## src/design/lsdmp_regs.vh

```
// constants for the load-store data memory port
`ifndef LSDMP_REGS_VH
`define LSDMP_REGS_VH
`define LSDMP_DATA_W 32
`define LSDMP_MAU_W 8
`define LSDMP_LANES 4
`define LSDMP_ADDR_W 12
`define LSDMP_WADDR_W 10
`define LSDMP_OFS_W 2
`define LSDMP_OP_W 3
`define LSDMP_OP_LDW 3'h0
`define LSDMP_OP_LOAD_HALF_UNSIGNED_OP 3'h1
`define LSDMP_OP_LOAD_BYTE_UNSIGNED_OP 3'h2
`define LSDMP_OP_LDH 3'h3
`define LSDMP_OP_LDQ 3'h4
`define LSDMP_OP_STW 3'h5
`define LSDMP_OP_STH 3'h6
`define LSDMP_OP_STQ 3'h7
`define LSDMP_MASK_NONE 4'h0
`define LSDMP_MASK_ALL 4'hf
`define LSDMP_RD_LATENCY 1
`endif

```

## src/design/lsdmp_lane_steer.v

```verilog
// byte-lane mask and write data alignment from op and offset
`timescale 1ns/10ps
`default_nettype none
`include "lsdmp_regs.vh"
module lsdmp_lane_steer (
  // request
  input wire [`LSDMP_OP_W-1:0] op,
  input wire [`LSDMP_OFS_W-1:0] byte_ofs,
  input wire [`LSDMP_DATA_W-1:0] store_data,
  // steered
  output reg [`LSDMP_LANES-1:0] lane_mask,
  output reg [`LSDMP_DATA_W-1:0] lane_data,
  output reg is_store
);
  function [`LSDMP_LANES-1:0] lsdmp_half_mask;
    input hi;
    begin
      lsdmp_half_mask = hi ? 4'hc : 4'h3;
    end
  endfunction

  function [`LSDMP_LANES-1:0] lsdmp_byte_mask;
    input [`LSDMP_OFS_W-1:0] ofs;
    begin
      lsdmp_byte_mask = 4'h1 << ofs;
    end
  endfunction

  always @* begin
    lane_mask = `LSDMP_MASK_ALL;
    lane_data = store_data;
    is_store = 1'b0;
    case (op)
      `LSDMP_OP_LDW: begin
        lane_mask = `LSDMP_MASK_ALL;
      end
      `LSDMP_OP_STW: begin
        lane_mask = `LSDMP_MASK_ALL;
        is_store = 1'b1;
      end
      `LSDMP_OP_LOAD_HALF_UNSIGNED_OP, `LSDMP_OP_LDH: begin
        lane_mask = lsdmp_half_mask(byte_ofs[1]);
      end
      `LSDMP_OP_STH: begin
        lane_mask = lsdmp_half_mask(byte_ofs[1]);
        lane_data = {2{store_data[15:0]}};
        is_store = 1'b1;
      end
      `LSDMP_OP_LOAD_BYTE_UNSIGNED_OP, `LSDMP_OP_LDQ: begin
        lane_mask = lsdmp_byte_mask(byte_ofs);
      end
      `LSDMP_OP_STQ: begin
        lane_mask = lsdmp_byte_mask(byte_ofs);
        lane_data = {4{store_data[7:0]}};
        is_store = 1'b1;
      end
      default: begin
        lane_mask = `LSDMP_MASK_ALL;
      end
    endcase
  end
endmodule // lsdmp_lane_steer
`default_nettype wire

```

## src/design/lsdmp_port.v

```verilog
// load-store unit side of the single-port data memory interface
// Function
// memory returns read data one cycle later
// memory output unregistered; unit registers it
// 8-bit addressable unit, 32-bit data bus
// word address drops two low bits
// lane mask from offset and op type
// memory honours per-byte lane enables
// memory preloaded from image at configuration
// access enable low only during access
// memory idle while access enable high
// write enable low on write, high read
// four-bit mask, one bit per byte
// mask width is data width over eight
// partial lanes for byte and halfword ops
// full word uses all lanes, same edge
`timescale 1ns/10ps
`default_nettype none
`include "lsdmp_regs.vh"
module lsdmp_port (
  // clock and reset
  input wire clk_sys,
  input wire arst_n,
  // request from the core
  input wire req_valid,
  input wire [`LSDMP_OP_W-1:0] req_op,
  input wire [`LSDMP_ADDR_W-1:0] req_byte_addr,
  input wire [`LSDMP_DATA_W-1:0] req_store_data,
  // load result to the core
  output reg load_valid,
  output reg [`LSDMP_DATA_W-1:0] load_data,
  // memory port
  output reg [`LSDMP_WADDR_W-1:0] mem_word_addr,
  output reg [`LSDMP_DATA_W-1:0] mem_write_data,
  output reg mem_access_enable_n,
  output reg mem_write_enable_n,
  output reg [`LSDMP_LANES-1:0] byte_lane_mask,
  input wire [`LSDMP_DATA_W-1:0] mem_read_data
);
  wire [`LSDMP_LANES-1:0] mask_w;
  wire [`LSDMP_DATA_W-1:0] data_w;
  wire store_w;
  reg pend_reg;
  reg [`LSDMP_OP_W-1:0] pend_op_reg;
  reg [`LSDMP_OFS_W-1:0] pend_ofs_reg;
  reg [`LSDMP_DATA_W-1:0] load_next;

  // lane pickers shared by the signed and unsigned load paths
  function [15:0] lsdmp_half_pick;
    input [`LSDMP_DATA_W-1:0] word;
    input hi;
    begin
      lsdmp_half_pick = hi ? word[31:16] : word[15:0];
    end
  endfunction

  function [7:0] lsdmp_byte_pick;
    input [`LSDMP_DATA_W-1:0] word;
    input [`LSDMP_OFS_W-1:0] ofs;
    begin
      case (ofs)
        2'h0: lsdmp_byte_pick = word[7:0];
        2'h1: lsdmp_byte_pick = word[15:8];
        2'h2: lsdmp_byte_pick = word[23:16];
        default: lsdmp_byte_pick = word[31:24];
      endcase
    end
  endfunction

  // sign or zero fill a narrow lane out to the full bus
  function [`LSDMP_DATA_W-1:0] lsdmp_extend16;
    input [15:0] half;
    input signed_op;
    begin
      lsdmp_extend16 = {{16{signed_op & half[15]}}, half};
    end
  endfunction

  function [`LSDMP_DATA_W-1:0] lsdmp_extend8;
    input [7:0] lane;
    input signed_op;
    begin
      lsdmp_extend8 = {{24{signed_op & lane[7]}}, lane};
    end
  endfunction

  // only a read cycle returns data worth capturing
  function lsdmp_is_read;
    input access_n;
    input write_n;
    begin
      lsdmp_is_read = ~access_n & write_n;
    end
  endfunction

  lsdmp_lane_steer u_steer (
    .op(req_op),
    .byte_ofs(req_byte_addr[`LSDMP_OFS_W-1:0]),
    .store_data(req_store_data),
    .lane_mask(mask_w),
    .lane_data(data_w),
    .is_store(store_w)
  );

  // every memory strobe leaves a flop, so address, data, mask and
  // enables settle together and the memory samples them on one edge
  always @(posedge clk_sys or negedge arst_n) begin
    if (!arst_n) begin
      mem_access_enable_n <= 1'b1;
    end else begin
      mem_access_enable_n <= ~req_valid;
    end
  end

  // a load leaves the write enable high; only a store pulls it low
  always @(posedge clk_sys or negedge arst_n) begin
    if (!arst_n) begin
      mem_write_enable_n <= 1'b1;
    end else begin
      mem_write_enable_n <= ~(req_valid & store_w);
    end
  end

  // address, data and mask hold between accesses to save toggling
  always @(posedge clk_sys or negedge arst_n) begin
    if (!arst_n) begin
      mem_word_addr <= {`LSDMP_WADDR_W{1'b0}};
    end else if (req_valid) begin
      mem_word_addr <= req_byte_addr[`LSDMP_ADDR_W-1:`LSDMP_OFS_W];
    end
  end

  always @(posedge clk_sys or negedge arst_n) begin
    if (!arst_n) begin
      mem_write_data <= {`LSDMP_DATA_W{1'b0}};
    end else if (req_valid) begin
      mem_write_data <= data_w;
    end
  end

  always @(posedge clk_sys or negedge arst_n) begin
    if (!arst_n) begin
      byte_lane_mask <= `LSDMP_MASK_NONE;
    end else if (req_valid) begin
      byte_lane_mask <= mask_w;
    end
  end

  // the memory answers one cycle after the access edge, so a load is
  // captured exactly two cycles after the strobes went out
  always @(posedge clk_sys or negedge arst_n) begin
    if (!arst_n) begin
      pend_reg <= 1'b0;
    end else begin
      pend_reg <= lsdmp_is_read(mem_access_enable_n, mem_write_enable_n);
    end
  end

  // first stage: op and offset of the request now on the strobes
  always @(posedge clk_sys or negedge arst_n) begin
    if (!arst_n) begin
      pend_op_reg <= `LSDMP_OP_LDW;
      pend_ofs_reg <= 2'h0;
    end else begin
      pend_op_reg <= req_op;
      pend_ofs_reg <= req_byte_addr[`LSDMP_OFS_W-1:0];
    end
  end

  reg [`LSDMP_OP_W-1:0] cap_op_reg;
  reg [`LSDMP_OFS_W-1:0] cap_ofs_reg;
  // second stage follows the op into the cycle the memory answers in
  always @(posedge clk_sys or negedge arst_n) begin
    if (!arst_n) begin
      cap_op_reg <= `LSDMP_OP_LDW;
      cap_ofs_reg <= 2'h0;
    end else if (!mem_access_enable_n) begin
      cap_op_reg <= pend_op_reg;
      cap_ofs_reg <= pend_ofs_reg;
    end
  end

  // extract and extend the selected lanes; unsigned ops zero-fill
  always @* begin
    load_next = mem_read_data;
    case (cap_op_reg)
      `LSDMP_OP_LOAD_HALF_UNSIGNED_OP: begin
        load_next = lsdmp_extend16(lsdmp_half_pick(mem_read_data, cap_ofs_reg[1]), 1'b0);
      end
      `LSDMP_OP_LDH: begin
        load_next = lsdmp_extend16(lsdmp_half_pick(mem_read_data, cap_ofs_reg[1]), 1'b1);
      end
      `LSDMP_OP_LOAD_BYTE_UNSIGNED_OP: begin
        load_next = lsdmp_extend8(lsdmp_byte_pick(mem_read_data, cap_ofs_reg), 1'b0);
      end
      `LSDMP_OP_LDQ: begin
        load_next = lsdmp_extend8(lsdmp_byte_pick(mem_read_data, cap_ofs_reg), 1'b1);
      end
      `LSDMP_OP_LDW: begin
        load_next = mem_read_data;
      end
      default: begin
        // stores never raise the capture strobe, so this value is unused
        load_next = mem_read_data;
      end
    endcase
  end

  // the unit, not the memory, registers read data
  always @(posedge clk_sys or negedge arst_n) begin
    if (!arst_n) begin
      load_valid <= 1'b0;
    end else begin
      load_valid <= pend_reg;
    end
  end

  // load data holds until the next load so a late reader still sees it
  always @(posedge clk_sys or negedge arst_n) begin
    if (!arst_n) begin
      load_data <= {`LSDMP_DATA_W{1'b0}};
    end else if (pend_reg) begin
      load_data <= load_next;
    end
  end
endmodule // lsdmp_port
`default_nettype wire

```

## config.mk

```make
export PLATFORM = sky130hd
export DESIGN_NAME = lsdmp_port
export DESIGN_NICKNAME = d
export VERILOG_FILES = /design/src/design/lsdmp_lane_steer.v /design/src/design/lsdmp_port.v
export VERILOG_INCLUDE_DIRS = /design/src /design/src/design
export SDC_FILE = /design/constraint.sdc
export NUM_CORES = 1
export LEC_CHECK = 0
export BUFFER_PORTS_ARGS = -buffer_cell sky130_fd_sc_hd__clkbuf_2
export CAP_MARGIN = 25
export CORE_MARGIN = 5
export CORE_UTILIZATION = 30
export CTS_BUF_LIST = sky130_fd_sc_hd__clkbuf_4 sky130_fd_sc_hd__clkbuf_8 sky130_fd_sc_hd__clkbuf_16
export DETAILED_ROUTE_END_ITERATION = 6
export SLEW_MARGIN = 0
export SYNTH_ARGS = -nofsm -noshare
export SYNTH_HDL_FRONTEND = slang
export SYNTH_SLANG_ARGS = --single-unit
export TNS_END_PERCENT = 10
```

## constraint.sdc

```tcl
create_clock -name clk_sys -period 1.7 [get_ports clk_sys]
set_input_delay 0.17 -clock clk_sys [delete_from_list [all_inputs] [get_ports clk_sys]]
set_output_delay 0.17 -clock clk_sys [all_outputs]
set_load 0.02 [all_outputs]
```

# Word level (Yosys, flattened, before mapping)
# Index checks and enable logic that the tools add are counted.
# classes
mul,0
shifts,1
bitwise_logic,5
n_lt_le_gt_ge,0
n_eq_ne,13
div,0
reduce_logical,6
mux,7
add_sub_neg,0
# ops
operator,count
32-bit one-hot mux with 4 select lines,1
32-bit one-hot mux with 2 select lines,1
8-bit one-hot mux with 3 select lines,1
16-bit 2-to-1 mux,1
3-bit == test (second input constant),5
3-bit by 2-bit == test with 1-bit output (second input constant),4
4-bit one-hot mux with 3 select lines,1
3-bit OR reduction,3
3-bit by 1-bit == test with 1-bit output (second input constant),2
4-bit 2-to-1 mux,1
1-bit by 2-bit << shifter with 4-bit output (first input constant),1
3-bit zero test,1
1-bit NOT,3
1-bit AND,2
2-bit by 1-bit == test with 1-bit output (second input constant),1
2-bit == test (second input constant),1
2-bit zero test,1
2-bit OR reduction,1
1-bit 2-to-1 mux,1
# totals
n_memories,0
ramBits,0
latchBits,0
mem_bits_ro,0
elab_cells,44
ff_bits,92

# Depth between registers and ports, before layout
# depth
depth_word,5
depth_mapped,7
mapped_depth_nobuf,4

# Hierarchy
# Synthesis repeated with hierarchy kept, for this count alone.
# unflattened
hier_cells,369
hier_area_um2,4405.5
# by_module_without_submodules
module,area_each_um2,cells_per_inst,n_inst,seq_area_each_um2
lsdmp_port,3871.2,299,1,2304.7
lsdmp_lane_steer,534.3,70,1,0.0

# Worst setup path after synthesis
# OpenSTA, ideal clock, no wires.
# synth_path
path_type,reg-to-reg
startpoint,register cap_ofs_reg[0]
endpoint,register load_data[20]
synth_period_minus_slack_ns,1.662
t_required_ns,1.580
setup_slack_ns,0.038
setup_time_ns,0.120
t_arrival_ns,1.542
n_path_buf,3
path_stages_with_launch,8
cell_sequence,dfrtp_1 > buf_6 > mux4_2 > nand3_2 > and3_1 > buf_6 > buf_12 > a21oi_1
# synth_via
elab_chain_len,3
elab_cells_between_ends,5
cone_classes,eq/ne: 2; mux: 2; reduce/logical: 1
# synth_lines
element,line,source
from (decl),lsdmp_port.v:171,reg [`LSDMP_OFS_W-1:0] cap_ofs_reg;
from (signal assigned),lsdmp_port.v:179,cap_ofs_reg <= pend_ofs_reg;
"2-bit == test, or another cell as far along",lsdmp_port.v:61,case (ofs)
8-bit one-hot mux with 3 select lines *,lsdmp_port.v:61,
32-bit one-hot mux with 4 select lines *,lsdmp_port.v:186,case (cap_op_reg)
to (signal assigned),lsdmp_port.v:221,load_data <= {`LSDMP_DATA_W{1'b0}};
to (signal assigned),lsdmp_port.v:223,load_data <= load_next;
to (decl),lsdmp_port.v:31,"output reg [`LSDMP_DATA_W-1:0] load_data,"
# Mark *: on every way between the ends. The rest lies on a longest branch, timed or not.
# A chain may end at the register's enable or synchronous reset.

# Worst setup path after layout
# layout_path
startpoint,register cap_ofs_reg[0]
endpoint,register load_data[26]
# The elaborated chain is that of the path after synthesis.

==> out/summary.txt <==
layout cells sized above 1 -> 43.8%
internal power -> 0.00421 W
worst r2r path cells -> 5
largest net degree at the start of global routing -> 49
worst setup margin -> 105 ps
most frequent cells in the layout -> 161 x clkbuf_2, 88 x dfrtp_1, 56 x nand2_1
MaxCap Viol Count -> 0
synthesized area -> 4340 um2
Slew HR -> 68.0%
largest registers -> load_data x32, mem_write_data x32, mem_word_addr x10
first element of the critical path -> cap_ofs_reg[0]
CP Capture Type -> register
Layout Nets -> 650
Post-synth top flop -> dfrtp_1
GP Congestion -> 0.843
Synth warnings -> 0
Max H-tree Level -> 3
# Post-CTS Setup Buffers -> 0
number of buffers created by CTS -> 9
overall power -> 0.00631 W
global-route wire length before repair -> 20300 um
Seq. cell area -> 2310 um2
GRT Residual Overflow -> 0
Hold Crit Start -> req_op[2]
Initial Util -> 30.2%
Worst EP required -> 1920 ps
register area share after synthesis -> 53.1%
clock share of power -> 31.1%
Synth-to-Final Area Change -> 33.1%
drt drc -> 0
Hold Violations, Final -> 0
unrepaired setup endpoints after global routing -> true
final WL -> 12700 um
Sink Count -> 92
cell taking the most area after synthesis -> dfrtp_1
commonest non-fill, non-tap cell in the layout -> clkbuf_2
DRT iter0 DRCs -> 202
CTS tree -> built
Net Switching -> 0.00210 W
Die ar. -> 17000 um2
Worst Tran Pin Value -> 480 ps
CP Launch Type -> register
worst-skew pair later-pin latency -> 340 ps
Post-synth EDFFs -> 0
syn nets -> 481
Max clock buf depth -> 2
peak fanout along the critical path -> 16
Post-DRT Antenna Nets -> 0
number of diodes -> 0
Gate power share -> 26.3%
Die Span Y -> 130 um
critical setup path kind -> register to register
fin. max-slew vios -> 0
switching share of power -> 33.2%
vias in the first global route -> 3875
endpoints failing setup -> 0
core area -> 14400 um2
min Tclk post-route -> 1600 ps
max frequency -> 0.627 GHz
run status -> finished clean
clk slew on worst S/H paths -> 60 ps
top-area cell type share of the netlist area -> 51.9%
Detail Placement HPWL -> 9740 um
part of the cycle the worst path needs -> 93.9%
DR vias/cell -> 4.90
main area contributors after synthesis -> dfrtp_1 52%, mux2_2 9.3%, nand2_1 4.8%
# rows -> 44
Final Skew -> 5.70 ps
Worst Hold End -> pend_op_reg[2]
Reg2Reg Setup Slack -> 100 ps
asr flop ratio synth -> 100%
dpl ws -> 52.3 ps
Data arrival, critical path -> 1820 ps
Die X -> 130 um
leak pwr -> 2.78 nW
GRT Resource Usage Total -> 15.5%
I/O Buffers -> 162
Worst Hold Path Cells -> 1
flops & latches, synth -> 92
maximum vdd drop -> 0.470 mV
RR Startpoint -> cap_ofs_reg[0]
Multi-input gate area -> 1900 um2
fillers -> 1408
via count -> 3709
Mapped Cells -> 399
sequential power share -> 42.6%
DRT Pass-1 Iters -> 4
PD cells -> 1090 nW/um2
IO Count -> 163
unique cell type count in the Yosys netlist -> 37
DR WL/cell -> 16.8 um
worst r2r dst -> load_data[26]
Tightest Hold Check Type -> input port to register
initial antenna violation count -> 0
mean post-synth cell area -> 10.9 um2
Clk Tree Root Cell -> clkbuf_16
[kinds of logic (layout without fill, tap and decap cells)]
group	Yosys count	after routing	synth area share (%)
simple gates	127	127	12.6
flops	92	92	53.1
compound gates	84	84	11.8
mux	63	63	18.1
buf+inv	29	203	3.43
xor+xnor	4	4	0.981
[critical path: stages, from the launching register on]
cell and delay [ps]:
dfrtp_1 360, mux4_2 570, nand3_2 110, and3_1 200, buf_12 150, a21oi_1 80
[layout make-up]
| type | count | share of cell area, % |
|---|---|---|
| Clock inverter | 5 | 0.780 |
| Multi-Input combinational cell | 278 | 32.8 |
| Clock buffer | 11 | 4.27 |
| Timing Repair Buffer | 184 | 18.0 |
| Inverter | 3 | 0.195 |
| Tap cell | 184 | 3.99 |
| Sequential cell | 92 | 39.9 |
[routing by layer]
| layer | track usage (%) | share of wire (%) | vias up |
|---|---|---|---|
| met1 | 19.0 | 40 | 1774 |
| met4 | 3.42 | 1.1 | 0 |
| li1 | - | - | 1743 |
| met3 | 7.08 | 12 | 9 |
| met5 | 0 | 0 | - |
| met2 | 25.0 | 46 | 183 |
[worst max path at each step]
stage | end | slack (ps) | depth (start not counted)
floorplan | load_data[20] | 40 | 7
global placement | load_data[13] | 80 | 4
detailed placement | load_data[13] | 50 | 4
CTS | load_data[8] | 40 | 4
global route | load_data[14] | -20 | 6
finish | load_data[26] | 100 | 5
[what timing repair did]
item	4_1_cts	5_1_grt
resized for setup	0	6
hold buffers	4	0
endpoints found under the setup margin	0	15
hold endpoints to repair	33	0
[power by group through the flow]
stage | Combinational [W] | Clock (W) | Sequential (W)
3_5_place_dp | 0.00166 | 0 | 0.00273
2_1_floorplan | 0.000655 | 0 | 0.00303
5_1_grt | 0.00181 | 0.00212 | 0.00273
6_report | 0.00166 | 0.00196 | 0.00269
4_1_cts | 0.00167 | 0.00203 | 0.00269
3_3_place_gp | 0.00164 | 0 | 0.00272
[synth_stat cells, types with 2 or more instances]
| cell type | count |
|---|---|
| dfrtp_1 | 90 |
| nand2_1 | 56 |
| nor2_1 | 53 |
| mux2_2 | 36 |
| a21oi_1 | 32 |
| mux2i_1 | 19 |
| a31oi_1 | 17 |
| clkbuf_1 | 14 |
| o21ai_0 | 11 |
| a22oi_1 | 8 |
| buf_2 | 7 |
| mux4_2 | 6 |
| nand2b_1 | 6 |
| nor2b_1 | 4 |
| o22ai_1 | 4 |
| a2111oi_0 | 3 |
| inv_1 | 3 |
| xor2_1 | 3 |
| a21oi_2 | 2 |
| and2_1 | 2 |
| buf_1 | 2 |
| buf_6 | 2 |
| dfstp_2 | 2 |
| mux4_1 | 2 |
| o211ai_1 | 2 |
| o22a_1 | 2 |
[stage by stage]
stage	hold slack [ps]	util, %	cell area, um2	instances	TNS, ps
floorplan	-126	-	4340	399	0
CTS	8.87	40.1	5760	757	0
global placement	162	37.8	5430	737	0
global route	3.75	40.2	5780	757	-29.7
detailed placement	167	37.8	5430	737	0
finish	21.9	40.2	5780	757	0
No activity file was read; power rests on OpenSTA's default activity.
